$ cat config.mk
export PLATFORM = sky130hd
export DESIGN_NAME = adcce_regs
export DESIGN_NICKNAME = d
export VERILOG_FILES = /design/src/inc/adcce_pkg.sv /design/src/rtl/adcce_input_map.sv /design/src/rtl/adcce_regs.sv
export VERILOG_INCLUDE_DIRS = /design/src /design/src/inc
export SDC_FILE = /design/constraint.sdc
export NUM_CORES = 1
export LEC_CHECK = 0
export ABC_CLOCK_PERIOD_IN_PS = 4700
export BUFFER_PORTS_ARGS = -buffer_cell sky130_fd_sc_hd__buf_2
export CELL_PAD_IN_SITES_DETAIL_PLACEMENT = 1
export CELL_PAD_IN_SITES_GLOBAL_PLACEMENT = 1
export CORE_MARGIN = 1.5
export CORE_UTILIZATION = 39
export DETAILED_ROUTE_END_ITERATION = 6
export HOLD_SLACK_MARGIN = 0.05
export MAX_ROUTING_LAYER = met4
export PLACE_DENSITY_LB_ADDON = 0.12
export SYNTH_ARGS = -nofsm -noshare
export SYNTH_HDL_FRONTEND = slang
export SYNTH_HIERARCHICAL = 1
export SYNTH_SLANG_ARGS = --single-unit
$ cat constraint.sdc
create_clock -name core_clk -period 4.7 [get_ports core_clk]
set_clock_uncertainty 0.15 [all_clocks]
set_input_delay 0.235 -clock core_clk [delete_from_list [all_inputs] [get_ports core_clk]]
set_output_delay 0.235 -clock core_clk [all_outputs]
set_load 0.03 [all_outputs]
$ cat src/inc/adcce_cfg.svh
// Purpose: Offsets, field positions, reset values and counts of the channel enable bank
// Assumes: Byte addresses on an 8-bit register address, one 32-bit word per register
// Notes: Included by the package and by each design module, guarded against double inclusion
// Function
// The read-only present mask has one bit per channel, 1 for present, and resets to 0x3ff.
// The revision word at 0x34 holds a 12-bit revision in bits 11:0 and an inert variant field.
// Writing ones to the enable set register at 0x40 enables those channels, zeros change nothing.
// Writing ones to the enable clear register at 0x44 disables those channels, zeros change nothing.
// The state register at 0x48 shows 1 per enabled channel and resets to all zeros.
// Software avoids disabling or toggling a channel during a conversion, else its data is undefined.
// The instance has ten conversion channels, eight external inputs and one temperature sensor.
// Channels 0-2 and 4-8 select the external input of the same index, channel 9 the sensor.
// All software-visible registers run on the single bus interface clock.
// The conversion done flag sets when a conversion ends and its result is in the last result word; the code does so only for enabled channels.
// Reads of the set and clear registers return zero, and writes to read-only registers are ignored.
`ifndef ADCCE_CFG_SVH
`define ADCCE_CFG_SVH
`define ADCCE_OFF_LAST_RESULT 8'h2c
`define ADCCE_OFF_PRESENT 8'h30
`define ADCCE_OFF_REVISION 8'h34
`define ADCCE_OFF_EN_SET 8'h40
`define ADCCE_OFF_EN_CLEAR 8'h44
`define ADCCE_OFF_EN_STATE 8'h48
`define ADCCE_OFF_IRQ_STATUS 8'h50
`define ADCCE_OFF_IRQ_CLEAR 8'h54
`define ADCCE_OFF_IRQ_ENABLE 8'h58
`define ADCCE_RST_PRESENT 32'h0000_03ff
`define ADCCE_RST_EN_STATE 32'h0000_0000
`define ADCCE_RST_IRQ 2'h0
`define ADCCE_RESULT_LSB 0
`define ADCCE_CHAN_LSB 16
`define ADCCE_VARIANT_LSB 16
`define ADCCE_EVT_DONE 0
`define ADCCE_EVT_OVERRUN 1
`define ADCCE_NUM_EVT 2
`define ADCCE_NUM_CH 10
`define ADCCE_ABSENT_INPUT 3
`define ADCCE_SENSOR_CH 9
`endif

$ cat src/inc/adcce_pkg.sv
// Purpose: Types and address decoding for the channel enable bank
// Assumes: adcce_cfg.svh carries every number
// Notes: Decode is shared by the read and write paths
`include "adcce_cfg.svh"
package adcce_pkg;
  typedef enum {
    ADCCE_REG_NONE,
    ADCCE_REG_LAST_RESULT,
    ADCCE_REG_PRESENT,
    ADCCE_REG_REVISION,
    ADCCE_REG_EN_SET,
    ADCCE_REG_EN_CLEAR,
    ADCCE_REG_EN_STATE,
    ADCCE_REG_IRQ_STATUS,
    ADCCE_REG_IRQ_CLEAR,
    ADCCE_REG_IRQ_ENABLE
  } adcce_reg_t;

  function automatic adcce_reg_t adcce_decode(input logic [7:0] addr);
    adcce_reg_t sel;
    sel = ADCCE_REG_NONE;
    case (addr)
      `ADCCE_OFF_LAST_RESULT: sel = ADCCE_REG_LAST_RESULT;
      `ADCCE_OFF_PRESENT: sel = ADCCE_REG_PRESENT;
      `ADCCE_OFF_REVISION: sel = ADCCE_REG_REVISION;
      `ADCCE_OFF_EN_SET: sel = ADCCE_REG_EN_SET;
      `ADCCE_OFF_EN_CLEAR: sel = ADCCE_REG_EN_CLEAR;
      `ADCCE_OFF_EN_STATE: sel = ADCCE_REG_EN_STATE;
      `ADCCE_OFF_IRQ_STATUS: sel = ADCCE_REG_IRQ_STATUS;
      `ADCCE_OFF_IRQ_CLEAR: sel = ADCCE_REG_IRQ_CLEAR;
      `ADCCE_OFF_IRQ_ENABLE: sel = ADCCE_REG_IRQ_ENABLE;
      default: sel = ADCCE_REG_NONE;
    endcase
    return sel;
  endfunction
endpackage

$ cat src/rtl/adcce_input_map.sv
// Purpose: Maps enabled channels onto analog input and sensor enables
// Assumes: Channel state arrives from the bank on the same clock
// Notes: Outputs are registered
`timescale 1ns/1ps
`include "adcce_cfg.svh"
module adcce_input_map
  import adcce_pkg::*;
#(
  parameter int NUM_CH = `ADCCE_NUM_CH
) (
  input wire logic core_clk,
  input wire logic rst_sync_n,
  input wire logic [NUM_CH-1:0] chan_enabled,
  output logic [NUM_CH-2:0] ext_input_en,
  output logic temp_sensor_en
);
  logic [NUM_CH-2:0] next_ext_input_en;

  // Same index mapping, absent input never driven
  genvar g;
  generate
    for (g = 0; g < NUM_CH - 1; g++) begin : g_map
      if (g == `ADCCE_ABSENT_INPUT) begin : g_absent
        assign next_ext_input_en[g] = 1'b0;
      end else begin : g_present
        assign next_ext_input_en[g] = chan_enabled[g];
      end
    end
  endgenerate

  always_ff @(posedge core_clk or negedge rst_sync_n) begin
    if (!rst_sync_n) begin
      ext_input_en <= '0;
      temp_sensor_en <= 1'b0;
    end else begin
      ext_input_en <= next_ext_input_en;
      temp_sensor_en <= chan_enabled[`ADCCE_SENSOR_CH];
    end
  end
endmodule // adcce_input_map

$ cat src/rtl/adcce_regs.sv
// Purpose: Channel enable register bank of the converter interface
// Assumes: Plain register port, read data one cycle after the read strobe
// Notes: Converter event inputs come from logic on core_clk
`timescale 1ns/1ps
`include "adcce_cfg.svh"
module adcce_regs
  import adcce_pkg::*;
#(
  parameter int NUM_CH = `ADCCE_NUM_CH,
  parameter logic [11:0] REVISION = 12'h0a5,
  parameter logic [3:0] VARIANT = 4'h0
) (
  input wire logic core_clk,
  input wire logic rst_n,
  input wire logic [7:0] reg_addr,
  input wire logic [31:0] reg_wdata,
  input wire logic reg_wr,
  input wire logic reg_rd,
  output logic [31:0] reg_rdata,
  input wire logic conv_done,
  input wire logic [4:0] conv_channel,
  input wire logic [11:0] conv_result,
  output logic [NUM_CH-1:0] chan_enabled,
  output logic [NUM_CH-2:0] ext_input_en,
  output logic temp_sensor_en,
  output logic irq
);
  // REVISION and VARIANT defaults are arbitrary values

  logic rst_meta_n;
  logic rst_sync_n;
  adcce_reg_t wr_sel;
  adcce_reg_t rd_sel;
  logic [NUM_CH-1:0] present_mask;
  logic [11:0] last_result;
  logic [4:0] last_channel;
  logic [`ADCCE_NUM_EVT-1:0] irq_status;
  logic [`ADCCE_NUM_EVT-1:0] irq_enable;
  logic [`ADCCE_NUM_EVT-1:0] evt;
  logic [`ADCCE_NUM_EVT-1:0] evt_clear;
  logic conv_accept;
  logic [31:0] next_rdata;
  logic [NUM_CH-1:0] next_chan_enabled;
  logic [NUM_CH-1:0] set_bits;
  logic [NUM_CH-1:0] clear_bits;

  // Reset release through two stages
  always_ff @(posedge core_clk or negedge rst_n) begin
    if (!rst_n) begin
      rst_meta_n <= 1'b0;
      rst_sync_n <= 1'b0;
    end else begin
      rst_meta_n <= 1'b1;
      rst_sync_n <= rst_meta_n;
    end
  end

  assign wr_sel = reg_wr ? adcce_decode(reg_addr) : ADCCE_REG_NONE;
  assign rd_sel = reg_rd ? adcce_decode(reg_addr) : ADCCE_REG_NONE;

  // Present mask, fixed after reset
  always_ff @(posedge core_clk or negedge rst_sync_n) begin
    if (!rst_sync_n) begin
      present_mask <= NUM_CH'(`ADCCE_RST_PRESENT);
    end else begin
      present_mask <= present_mask;
    end
  end

  // Enable set only on present channels, clear on all channels
  assign set_bits = (wr_sel == ADCCE_REG_EN_SET) ? reg_wdata[NUM_CH-1:0] & present_mask : '0;
  assign clear_bits = (wr_sel == ADCCE_REG_EN_CLEAR) ? reg_wdata[NUM_CH-1:0] : '0;

  always_comb begin
    next_chan_enabled = (chan_enabled | set_bits) & ~clear_bits;
  end

  always_ff @(posedge core_clk or negedge rst_sync_n) begin
    if (!rst_sync_n) begin
      chan_enabled <= NUM_CH'(`ADCCE_RST_EN_STATE);
    end else begin
      chan_enabled <= next_chan_enabled;
    end
  end

  // Conversion result capture, enabled channels only
  assign conv_accept = conv_done && (conv_channel < 5'(NUM_CH)) &&
                       chan_enabled[conv_channel[3:0]];

  always_ff @(posedge core_clk or negedge rst_sync_n) begin
    if (!rst_sync_n) begin
      last_result <= 12'h000;
      last_channel <= 5'h00;
    end else if (conv_accept) begin
      last_result <= conv_result;
      last_channel <= conv_channel;
    end
  end

  // Sticky events, set wins over clear
  assign evt[`ADCCE_EVT_DONE] = conv_accept;
  assign evt[`ADCCE_EVT_OVERRUN] = conv_accept && irq_status[`ADCCE_EVT_DONE];
  assign evt_clear = (wr_sel == ADCCE_REG_IRQ_CLEAR) ?
                     reg_wdata[`ADCCE_NUM_EVT-1:0] : '0;

  always_ff @(posedge core_clk or negedge rst_sync_n) begin
    if (!rst_sync_n) begin
      irq_status <= `ADCCE_RST_IRQ;
    end else begin
      irq_status <= (irq_status & ~evt_clear) | evt;
    end
  end

  always_ff @(posedge core_clk or negedge rst_sync_n) begin
    if (!rst_sync_n) begin
      irq_enable <= `ADCCE_RST_IRQ;
    end else if (wr_sel == ADCCE_REG_IRQ_ENABLE) begin
      irq_enable <= reg_wdata[`ADCCE_NUM_EVT-1:0];
    end
  end

  always_ff @(posedge core_clk or negedge rst_sync_n) begin
    if (!rst_sync_n) begin
      irq <= 1'b0;
    end else begin
      irq <= |(((irq_status & ~evt_clear) | evt) & irq_enable);
    end
  end

  // Read mux
  always_comb begin
    next_rdata = 32'h0000_0000;
    case (rd_sel)
      ADCCE_REG_LAST_RESULT: begin
        next_rdata[`ADCCE_RESULT_LSB +: 12] = last_result;
        next_rdata[`ADCCE_CHAN_LSB +: 5] = last_channel;
      end
      ADCCE_REG_PRESENT: next_rdata[NUM_CH-1:0] = present_mask;
      ADCCE_REG_REVISION: begin
        next_rdata[11:0] = REVISION;
        next_rdata[`ADCCE_VARIANT_LSB +: 4] = VARIANT;
      end
      ADCCE_REG_EN_STATE: next_rdata[NUM_CH-1:0] = chan_enabled;
      ADCCE_REG_IRQ_STATUS: next_rdata[`ADCCE_NUM_EVT-1:0] = irq_status;
      ADCCE_REG_IRQ_ENABLE: next_rdata[`ADCCE_NUM_EVT-1:0] = irq_enable;
      ADCCE_REG_EN_SET: next_rdata = 32'h0000_0000;
      ADCCE_REG_EN_CLEAR: next_rdata = 32'h0000_0000;
      ADCCE_REG_IRQ_CLEAR: next_rdata = 32'h0000_0000;
      default: next_rdata = 32'h0000_0000;
    endcase
  end

  always_ff @(posedge core_clk or negedge rst_sync_n) begin
    if (!rst_sync_n) begin
      reg_rdata <= 32'h0000_0000;
    end else begin
      reg_rdata <= next_rdata;
    end
  end

  adcce_input_map #(
    .NUM_CH(NUM_CH)
  ) u_input_map (
    .core_clk(core_clk),
    .rst_sync_n(rst_sync_n),
    .chan_enabled(chan_enabled),
    .ext_input_en(ext_input_en),
    .temp_sensor_en(temp_sensor_en)
  );
endmodule // adcce_regs

==> results of run 1 <==
==> logic make-up (layout without fill, tap and decap cells) <==
family / Yosys count / in the layout
flip-flops: 60 / 60
multiplexers: 23 / 23
other: 3 / 17
XOR/XNOR: 2 / 2
AND/OR/NAND/NOR: 39 / 39
buffers and inverters: 33 / 127
AO/OA/AOI/OAI: 54 / 54
==> power breakdown <==
part | total, W | switching, W | internal, W
registers | 0.000625 | 0.0000414 | 0.000584
logic | 0.000249 | 0.000150 | 0.0000990
clock network | 0.000448 | 0.000204 | 0.000244
==> synthesized netlist by cell type (4+ instances only) <==
cell	instances	area, sq um
mux2_2	15	168.9
a21oi_1	23	115.1
inv_1	9	33.78
dfrtp_1	60	1501
mux2i_1	6	60.06
and2_1	9	56.30
nand2_1	4	15.01
buf_4	17	127.6
nor2_1	6	22.52
buf_2	4	20.02
a221o_1	9	90.09
==> sequential cells by signal, indices dropped and copies added, names as in the netlist <==
name,count
reg_rdata,17
last_result,12
chan_enabled,10
u_input_map/ext_input_en,8
last_channel,5
irq_enable,2
irq_status,2
irq,1
rst_meta_n,1
rst_sync_n,1
u_input_map/temp_sensor_en,1
==> worst max-delay path, delay by kind of cell <==
kind / cells / cell delay [ps]
AOI/OAI and AO/OA: 4 / 1710
xor gates and xnor gates: 1 / 210
buffers and inverters: 1 / 150
==> routing by layer <==
layer | GRT usage, % | vias to the layer above | routed length (um)
li1 | - | 951 | -
met1 | 24.27 | 984 | 2917
met2 | 32.36 | 61 | 3211
met3 | 5.294 | 6 | 317
met4 | 6.745 | 0 | 89
met5 | - | - | 0
==> layout make-up <==
class                   count  area, sq um  area share (%)
clock buffers              10        127.6           3.685
clock inverters             6        65.06           1.879
inverters                   9        33.78          0.9754
multi-input cells         135        999.7           28.87
flip-flops and latches     60         1503           43.39
well taps                  77        96.34           2.782
repair buffers            102        638.1           18.42
==> worst max path at each step <==
stage / start / end / slack, ps / depth (start not counted)
2_1_floorplan: chan_enabled[7] / last_result[10] / 2580 / 5
3_3_place_gp: reg_addr[4] / reg_rdata[1] / 2220 / 6
3_5_place_dp: reg_addr[2] / chan_enabled[8] / 2150 / 6
4_1_cts: reg_addr[2] / chan_enabled[8] / 2520 / 6
5_1_grt: reg_addr[2] / chan_enabled[9] / 2380 / 6
6_report: reg_addr[4] / reg_rdata[1] / 2490 / 6
==> cells in the final DEF, fill, tap and decap left out, types with 2 or more instances in the layout <==
cell            n
nor2_1          6
clkinv_2        2
xor2_1          2
clkbuf_8        9
o21a_1          2
o221ai_1        2
mux2i_1         6
a41oi_1         2
mux2_2         15
nor2b_1         2
nand2_1         4
and2_1          9
inv_1           9
dfrtp_1        59
o21ai_0         3
conb_1         17
a211o_1         2
nor4b_1         2
a21oi_1        23
a221o_1         9
nand3_1         2
dlygate4sd3_1  25
clkinv_4        2
buf_2          76
nor3_1          3
==> timing repair <==
action / 4_1_cts / 5_1_grt
hold buffers: 25 / 0
hold endpoints to repair: 26 / 0
endpoints found under the setup margin: 0 / 0
==> stage by stage <==
stage	power [W]	std cells	hold slack [ps]	util [%]	setup slack [ps]
5_1_grt	0.001389	399	120.7	53.62	2381
2_1_floorplan	0.0008016	228	-210.6	-	2582
6_report	0.001322	399	103.5	53.62	2486
4_1_cts	0.001338	399	91.20	53.62	2519
3_3_place_gp	0.0008625	358	-130.1	46.76	2222
3_5_place_dp	0.0008698	358	-127.5	46.76	2155
==> results by group, run 1 <==
Run status
  • Status: finished with violations
  • Failing checks: design-rule violations

Hold path
  • Worst Hold End: last_channel[1]
  • Hold crit path type: in -> reg
  • Worst Hold Launch: conv_channel[1]
  • Min-Delay Path Depth: 2

Power
  • Pwr per Cell Area: 381.8 mW/mm^2
  • Max VDD drop: 195.2 uV
  • Lkg Pwr: 1.749 nW

Placed design
  • Final GP Congestion: 0.7487
  • PortBufs: 76
  • Area post-placement: 0.003020 sq mm
  • Placed wire-length estimate: 4358 um

Clock network
  • Post-CTS setup buffer count: 0
  • CTS resizes: 0
  • H-tree levels: 3
  • Longest Clk Path Bufs: 2
  • CTS root buffer: clkbuf_8
  • Clock Sinks: 60
  • Total CTS buffers: 9
  • Clock-pin slew on the worst setup and hold paths: 60 ps
  • TritonCTS clock tree: done
  • Worst-Skew Late Latency: 340 ps

Floorplan
  • Die Y: 85.65 um
  • Rows: 29
  • Chip width: 85.65 um
  • Initial Util: 41.24%
  • CORE AREA: 0.006459 sq mm
  • Die area: 0.007335 sq mm
  • IO Count: 115

Setup path
  • Top fanout value on the critical path: 9
  • Arrival time of the worst setup path: 2310 ps
  • R2r worst-path depth: 5
  • Setup crit end kind: flop
  • Worst-path cell with the longest stage delay: a311oi_1
  • CP Launch Type: input pin
  • R2R Path End: irq
  • Slowest stage delay, CP: 1090 ps
  • Crit Path Class: in -> reg
  • CP Cell Sequence: buf_2 > xor2_1 > a211o_1 > a311oi_1 > a21oi_1 > o221ai_1
  • R2R Setup Slk: 2640 ps
  • Critical path data required time: 4790 ps
  • Reg-to-Reg Start: chan_enabled[7]

GRT
  • Number of global-route vias before repair: 2,108
  • All-Layer GR Usage: 19.95%
  • First-pass GRT wire length: 10,630 um
  • GR Overflow Total: 0
  • Initial antenna violation count: 0
  • Largest net degree at the start of global routing: 59

STA
  • Period utilization: 47.11%
  • Final setup violating endpoints: 0
  • Slew HR: 13.76%
  • Peak Freq: 0.4516 GHz
  • Worst-margin pin slew: 1285 ps
  • Final hold vios: 0
  • Period minus WS final: 2214 ps
  • Slew Limit Fails: 0
  • Setup total negative slack: 0 ps
  • RSZ-0062 raised after global routing: false

Synth
  • Top_reg_cell synth: dfrtp_1
  • Synth Area in Compound Gates: 14.89%
  • Mux cell area share after synthesis: 9.864%
  • Post-synthesis simple-gate area fraction: 9.723%
  • Cells after Synth: 214
  • Syn. warnings: 6
  • #FFs+latches synth: 60
  • Sequential-to-total area share from yosys stat: 56.36%
  • Yosys cell types: 47
  • Post-synth EDFFs: 0
  • Largest family of logic cells by synthesized area: compound AO/OA/AOI/OAI gates
  • Synthesized area: 0.002664 sq mm
  • Adder-Cell Fraction of Synth Area: 0%
  • XOR/XNOR share of the synthesized area: 0.6576%
  • Asr flop ratio synth: 100.0%
  • Mean post-synth cell area: 12.45 sq um

Drt
  • Vias: 2,002
  • Drt pass-1 iters: 6
  • Starting DRT DRC Count: 70
  • Residual DRC: 10
  • Total Routed Length: 6537 um
  • Via/cell ratio: 5.018
  • Antenna-violating nets left: 0
  • Wire per inst: 16.38 um

Cells and area
  • Layout cells sized above 1: 36.65%
  • Post-route cell area: 0.003463 sq mm
  • Area growth syn-to-layout: 30.01%
  • # nets final: 379
  • Antenna fix cells: 0
  • Fill count: 725

Job
  • Max-cap violation count: 0
Power figures use the tool's default switching activity.
==> inputs of run 2 (changes only) <==
Settings changed: ABC_AREA set to 1, ABC_CLOCK_PERIOD_IN_PS 4700 to 1990, CORE_UTILIZATION 39 to 32.
Clock period 4.7 ns to 1.99 ns, I/O delays scaled along.
==> run 2 against run 1 <==
Against the previous run: the run now ends clean; first-iteration DRC count down 53%; flip-flop and latch count unchanged; critical path depth up 3; critical path type unchanged; largest power group unchanged.
==> results by group, run 2 <==
Run status
  • Status: complete, no violations (was finished with violations)

Cells and area
  • # nets final: 515 (was 379)
  • Commonest non-fill, non-tap cell in the layout: buf_2 (unchanged)
  • Most frequent cells in the layout: buf_2, dfrtp_1, inv_1, nand2_1 (was buf_2, dfrtp_1, dlygate4sd3_1, a21oi_1, conb_1)
  • Max reg flops: 17 (unchanged)
  • Most flop-heavy register: reg_rdata (unchanged)
  • Post-layout util: 44.34% (was 53.62%)
  • Final non-filler cell total: 566 (was 399)
  • Area growth syn-to-layout: 32.88% (was 30.01%)
  • Antenna fix cells: 0 (unchanged)
  • Layout cells sized above 1: 28.17% (was 36.65%)
  • Top flop regs: reg_rdata x17, last_result x12, chan_enabled x10 (unchanged)

Synth
  • Count leader, synth: dfrtp_1 (unchanged)
  • Sequential-to-total area share from yosys stat: 50.85% (was 56.36%)
  • Synthesized area: 0.002953 sq mm (was 0.002664 sq mm)
  • Top cell type's share of synthesized area: 50.85% (was 56.36%)
  • Area leader, netlist: dfrtp_1 (unchanged)
  • Top post-synthesis cells by area: dfrtp_1, inv_1, nand2_1 (was dfrtp_1, mux2_2, buf_4)
  • Mean post-synth cell area: 8.710 sq um (was 12.45 sq um)
  • #FFs+latches synth: 60 (unchanged)
  • Asr flop ratio synth: 100.0% (unchanged)
  • Post-synth EDFFs: 0 (unchanged)
  • Most instantiated cells after synthesis: dfrtp_1, inv_1, nand2_1 (was dfrtp_1, a21oi_1, buf_4)
  • Top_reg_cell synth: dfrtp_1 (unchanged)
  • Yosys cell types: 28 (was 47)
  • Cells after Synth: 339 (was 214)
  • Syn. warnings: 6 (unchanged)

Clock network
  • Clock-pin slew on the worst setup and hold paths: 70 ps (was 60 ps)
  • CTS root buffer: clkbuf_8 (unchanged)
  • Total CTS buffers: 9 (unchanged)
  • Worst-Skew Late Latency: 330 ps (was 340 ps)
  • Longest Clk Path Bufs: 2 (unchanged)
  • TritonCTS clock tree: done (unchanged)
  • Clock Sinks: 60 (unchanged)
  • H-tree levels: 3 (unchanged)

Placed design
  • Cells after DPL: 518 (was 358)
  • PortBufs: 76 (unchanged)
  • Placed wire-length estimate: 5573 um (was 4358 um)
  • Final GP Congestion: 0.7818 (was 0.7487)

Power
  • Sequential fraction of design power: 49.1% (was 47.3%)
  • Pwr per Cell Area: 695.4 mW/mm^2 (was 381.8 mW/mm^2)
  • Internal power: 0.002002 W (was 0.0009273 W)
  • Clock power share: 38.5% (was 33.9%)
  • Max VDD drop: 262.7 uV (was 195.2 uV)
  • Lkg Pwr: 2.105 nW (was 1.749 nW)
  • Combinational share of power: 12.3% (was 18.8%)
  • Sw Ratio: 26.64% (was 29.87%)
  • Sw power: 0.0007269 W (was 0.0003949 W)

Floorplan
  • Die area: 0.009813 sq mm (was 0.007335 sq mm)
  • Rows: 34 (was 29)
  • CORE AREA: 0.008848 sq mm (was 0.006459 sq mm)
  • Chip width: 99.06 um (was 85.65 um)
  • Die Y: 99.06 um (was 85.65 um)
  • IO Count: 115 (unchanged)
  • Initial Util: 33.37% (was 41.24%)

STA
  • Final setup violating endpoints: 0 (unchanged)
  • Period utilization: 95.77%
  • Slew Limit Fails: 0 (unchanged)
  • Final hold vios: 0 (unchanged)
  • Period minus WS final: 1906 ps
  • Peak Freq: 0.5247 GHz

GRT
  • Initial antenna violation count: 0 (unchanged)
  • First-pass GRT wire length: 12,310 um (was 10,630 um)
  • All-Layer GR Usage: 16.52% (was 19.95%)
  • Largest net degree at the start of global routing: 39 (was 59)
  • GR Overflow Total: 0 (unchanged)
  • Number of global-route vias before repair: 2,533 (was 2,108)

Setup path
  • Setup crit end kind: flop (unchanged)
  • Arrival time of the worst setup path: 1970 ps (was 2310 ps)
  • CP Launch Type: input pin (unchanged)
  • Critical path data required time: 2060 ps (was 4790 ps)
  • Top fanout value on the critical path: 31 (was 9)
  • Worst-path cell with the longest stage delay: dlygate4sd3_1 (was a311oi_1)
  • Reg-to-Reg Start: chan_enabled[8] (was chan_enabled[7])
  • CP Cell Sequence: dlygate4sd3_1 > buf_2 > nand2_1 > dlygate4sd3_1 > a21oi_4 > nand3_4 > buf_12 > nand2_1 > o21ai_0 (was buf_2 > xor2_1 > a211o_1 > a311oi_1 > a21oi_1 > o221ai_1)
  • Crit Path Class: in -> reg (unchanged)
  • Slowest stage delay, CP: 590 ps (was 1090 ps)
  • R2R Path End: last_result[7] (was irq)
  • R2r worst-path depth: 8 (was 5)
  • Buffer and inverter count on the worst path: 4 (was 1)
  • Crit path max-delay family: buffers and inverters (was compound AO/OA/AOI/OAI gates)
  • R2R Setup Slk: 320 ps (was 2640 ps)

Drt
  • Vias: 2,526 (was 2,002)
  • Total Routed Length: 7432 um (was 6537 um)
  • Wire per inst: 13.13 um (was 16.38 um)
  • Via/cell ratio: 4.463 (was 5.018)
  • Residual DRC: 0 (was 10)
  • Starting DRT DRC Count: 33 (was 70)
  • Drt pass-1 iters: 4 (was 6)
  • Antenna-violating nets left: 0 (unchanged)

Job
  • Max-cap violation count: 0 (unchanged)

Hold path
  • Hold crit path type: reg -> async (was in -> reg)
## run 2: cell types whose count changed in the layout (fill, tap and decap cells not counted), moves of 11 or more
cell	delta
o21ai_1	+11
nand2_1	+47
nand3_1	+28
mux2_2	-15
nor2_1	+25
inv_1	+49
## run 2: how the worst max path moves through the flow
stage	slack [ps]	endpoint	depth (start not counted)	from
2_1_floorplan	50	chan_enabled[0]	0	rst_sync_n
3_3_place_gp	330	last_result[10]	8	chan_enabled[8]
3_5_place_dp	280	last_result[7]	8	chan_enabled[8]
4_1_cts	40	last_result[7]	9	conv_done
5_1_grt	-20	last_result[11]	9	conv_done
6_report	80	last_result[7]	9	conv_done
## run 2: cells by family after synthesis
group	Yosys count	synth area share (%)
buffers and inverters	85	13.60
AO/OA/AOI/OAI	47	9.280
AND/OR/NAND/NOR	144	25.89
other	3	0.3813
flip-flops	60	50.85
## run 2: area by class of cell
type,count,area (sq um)
flip-flops and latches,60,1503
inverters,63,239.0
fillers,1108,4925
clock inverters,5,52.55
multi-input cells,208,1117
repair buffers,111,745.7
well taps,108,135.1
clock buffers,11,131.4
## run 2: timing repair
item                                    in CTS  in global routing
gates resized for setup                      0                  2
endpoints found under the hold margin       32                  0
setup buffers                                0                  1
hold buffers                                31                  0
endpoints found under the setup margin       0                 16
## run 2: routing by layer
layer  track usage, %  up-vias  wire length, um
met3            3.262       10              297
met5                -        -                0
met4            5.525        0              111
met1            20.00     1194             3275
met2            27.69       57             3747
li1                 -     1265                -
## run 2: stage by stage
step                instance area (sq um)  total power, W  hold slack, ps  setup slack, ps  setup TNS [ps]
global route                         3924        0.002871           129.0           -16.60          -55.65
finish                               3924        0.002729           84.39            84.08               0
detailed placement                   3407        0.001657          -264.7            277.4               0
CTS                                  3901        0.002765           111.0            40.05               0
global placement                     3407        0.001649          -265.1            334.1               0
floorplan                            3005        0.001565          -346.1            45.77               0
## run 2: worst register-to-register path, stage by stage, from the launching register on
cell	delay (ps)
dfrtp_1	360
inv_1	90
o21ai_1	150
nand3_1	140
a21oi_4	200
nand3_4	130
buf_12	190
nand2_1	60
o21ai_0	80
## run 2: power groups by stage
stage | Clock [W] | Sequential [W] | Combinational [W]
2_1_floorplan | 0 | 0.00137 | 0.000194
3_3_place_gp | 0 | 0.00137 | 0.000282
3_5_place_dp | 0 | 0.00137 | 0.000289
4_1_cts | 0.00108 | 0.00134 | 0.000338
5_1_grt | 0.00114 | 0.00135 | 0.000380
6_report | 0.00105 | 0.00134 | 0.000337
==> inputs of run 3 (changes only) <==
Settings changed: ABC_AREA 1 to not set, SKIP_LAST_GASP set to 1.
==> run 3 against run 2 <==
Against the previous run: hold slack gained 2.1 ps; routed wire length decreased by 5.9%; critical path depth down 3; critical endpoint is now irq; largest cell class unchanged.
==> results by group, run 3 (synthesis gave the netlist of run 1 again) <==
Cells and area
  • Final non-filler cell total: 468 (was 566)
  • Commonest non-fill, non-tap cell in the layout: buf_2 (unchanged)
  • Most frequent cells in the layout: buf_2, dfrtp_1, buf_4, dlygate4sd3_1, a21oi_1 (was buf_2, dfrtp_1, inv_1, nand2_1)
  • Most flop-heavy register: reg_rdata (unchanged)
  • Max reg flops: 17 (unchanged)
  • Area growth syn-to-layout: 45.23% (was 32.88%)
  • Post-layout util: 47.56% (was 44.34%)
  • Top flop regs: reg_rdata x17, last_result x12, chan_enabled x10 (unchanged)
  • Antenna fix cells: 0 (unchanged)
  • Layout cells sized above 1: 45.18% (was 28.17%)
  • # nets final: 420 (was 515)

Setup path
  • Top fanout value on the critical path: 10 (was 31)
  • Setup crit end: irq (was last_result[7])
  • Crit path from: chan_enabled[7] (was conv_done)
  • R2R Path End: irq (was last_result[7])
  • Critical path data required time: 2050 ps (was 2060 ps)
  • Arrival time of the worst setup path: 2020 ps (was 1970 ps)
  • CP Launch Type: flop (was input pin)
  • R2R Setup Slk: 30 ps (was 320 ps)
  • Setup crit end kind: flop (unchanged)
  • R2r worst-path depth: 6 (was 8)
  • Crit Path Class: reg -> reg (was in -> reg)
  • Reg-to-Reg Start: chan_enabled[7] (was chan_enabled[8])

Placed design
  • PortBufs: 76 (unchanged)
  • Final GP Congestion: 0.8191 (was 0.7818)
  • Cells after DPL: 424 (was 518)
  • DP Worst Slack: -290.0 ps (was 277.4 ps)
  • Placed wire-length estimate: 5103 um (was 5573 um)

Clock network
  • Clock Sinks: 60 (unchanged)
  • Clock-pin slew on the worst setup and hold paths: 70 ps (about the same)
  • CTS root buffer: clkbuf_8 (unchanged)
  • H-tree levels: 3 (unchanged)
  • Total CTS buffers: 9 (unchanged)
  • Worst-Skew Late Latency: 330 ps (about the same)
  • TritonCTS clock tree: done (unchanged)
  • Longest Clk Path Bufs: 2 (unchanged)

STA
  • Period minus WS final: 1960 ps (was 1906 ps)
  • Period utilization: 98.50% (was 95.77%)
  • PnR worst setup slack: 29.94 ps (was 84.08 ps)
  • Final setup violating endpoints: 0 (unchanged)
  • Slew HR: 59.68%
  • RSZ-0062 raised after global routing: true
  • Worst-margin pin slew: 604.9 ps
  • Slew Limit Fails: 0 (unchanged)
  • Setup total negative slack: 0 ps (unchanged)
  • Peak Freq: 0.5102 GHz (was 0.5247 GHz)
  • Final hold vios: 0 (unchanged)

Drt
  • Via/cell ratio: 4.729 (was 4.463)
  • Total Routed Length: 6990 um (was 7432 um)
  • Residual DRC: 0 (unchanged)
  • Drt pass-1 iters: 4 (unchanged)
  • Vias: 2,213 (was 2,526)
  • Wire per inst: 14.94 um (was 13.13 um)
  • Starting DRT DRC Count: 41 (was 33)
  • Antenna-violating nets left: 0 (unchanged)

Power
  • Power, Total: 0.003194 W (was 0.002729 W)
  • Lkg Pwr: 1.956 nW (was 2.105 nW)
  • Pwr per Cell Area: 825.5 mW/mm^2 (was 695.4 mW/mm^2)
  • Max VDD drop: 251.6 uV (was 262.7 uV)

GRT
  • Initial antenna violation count: 0 (unchanged)
  • Number of global-route vias before repair: 2,236 (was 2,533)
  • First-pass GRT wire length: 11,150 um (was 12,310 um)
  • GR Overflow Total: 0 (unchanged)
  • All-Layer GR Usage: 17.31% (was 16.52%)
  • Largest net degree at the start of global routing: 26 (was 39)

Floorplan
  • IO Count: 115 (unchanged)
  • CORE AREA: 0.008134 sq mm (was 0.008848 sq mm)
  • Chip width: 94.24 um (was 99.06 um)
  • Initial Util: 32.75% (was 33.37%)
  • Die Y: 94.24 um (was 99.06 um)
  • Die area: 0.008881 sq mm (was 0.009813 sq mm)
  • Rows: 33 (was 34)

Hold path
  • Hold crit path type: reg -> async (unchanged)

Job
  • Max-cap violation count: 0 (unchanged)

Run status
  • Status: complete, no violations (unchanged)
## run 3: cell types whose count changed in the layout (fill, tap and decap cells not counted), moves of 7 or more
cell,change
o211ai_1,-7
nor2_1,-26
buf_4,+34
nor2_4,-7
o21ai_1,-11
mux2_2,+15
nand3_1,-28
nand2_1,-47
o21ai_0,-7
inv_1,-49
and2_1,+9
a221o_1,+9
a21oi_1,+8
## run 3: what timing repair did
item,CTS,global route
setup buffers,0,1
endpoints found under the setup margin,0,10
hold buffers,27,0
endpoints found under the hold margin,31,0
gates resized for setup,0,2
## run 3: how the worst min path moves through the flow
stage	from	endpoint	slack, ps	depth (start not counted)
after floorplan	rst_n	rst_meta_n	-350	0
after global placement	rst_n	rst_meta_n	-260	1
after detailed placement	rst_n	rst_meta_n	-260	1
after CTS	conv_channel[4]	last_result[4]	50	4
after global routing	conv_channel[0]	last_channel[0]	100	3
final	rst_sync_n	last_result[1]	90	0
## run 3: layout make-up
| cell class | instances | area (sq um) |
|---|---|---|
| timing repair buffer | 143 | 1001 |
| sequential | 60 | 1510 |
| clock inverter | 5 | 52.55 |
| inverter | 9 | 33.78 |
| fill | 889 | 4265 |
| multi-input combinational | 135 | 1008 |
| tap | 105 | 131.4 |
| clock buffer | 11 | 131.4 |
## run 3: layer usage
layer | track usage (%) | part of all wire (%)
met1 | 20.32 | 42
met2 | 27.88 | 51
met3 | 4.207 | 5.4
met4 | 8.209 | 1.7
met5 | - | 0
## run 3: power breakdown
part	total, W	switching (W)	internal (W)
Sequential	0.00146	0.0000810	0.00138
Clock	0.00103	0.000462	0.000572
Combinational	0.000697	0.000391	0.000306
## run 3: critical path, stage by stage, from the launching register on
cell and delay, ps:
dfrtp_2 410, mux4_2 480, nor2_1 100, nand4b_4 180, buf_12 150, nand2_1 70
a211o_1 300
## run 3: stage by stage
step	hold slack, ps	area, sq um
6_report	86.47	3869
5_1_grt	96.44	3869
4_1_cts	51.24	3852
3_5_place_dp	-258.3	3398
3_3_place_gp	-263.6	3398
2_1_floorplan	-346.1	2731
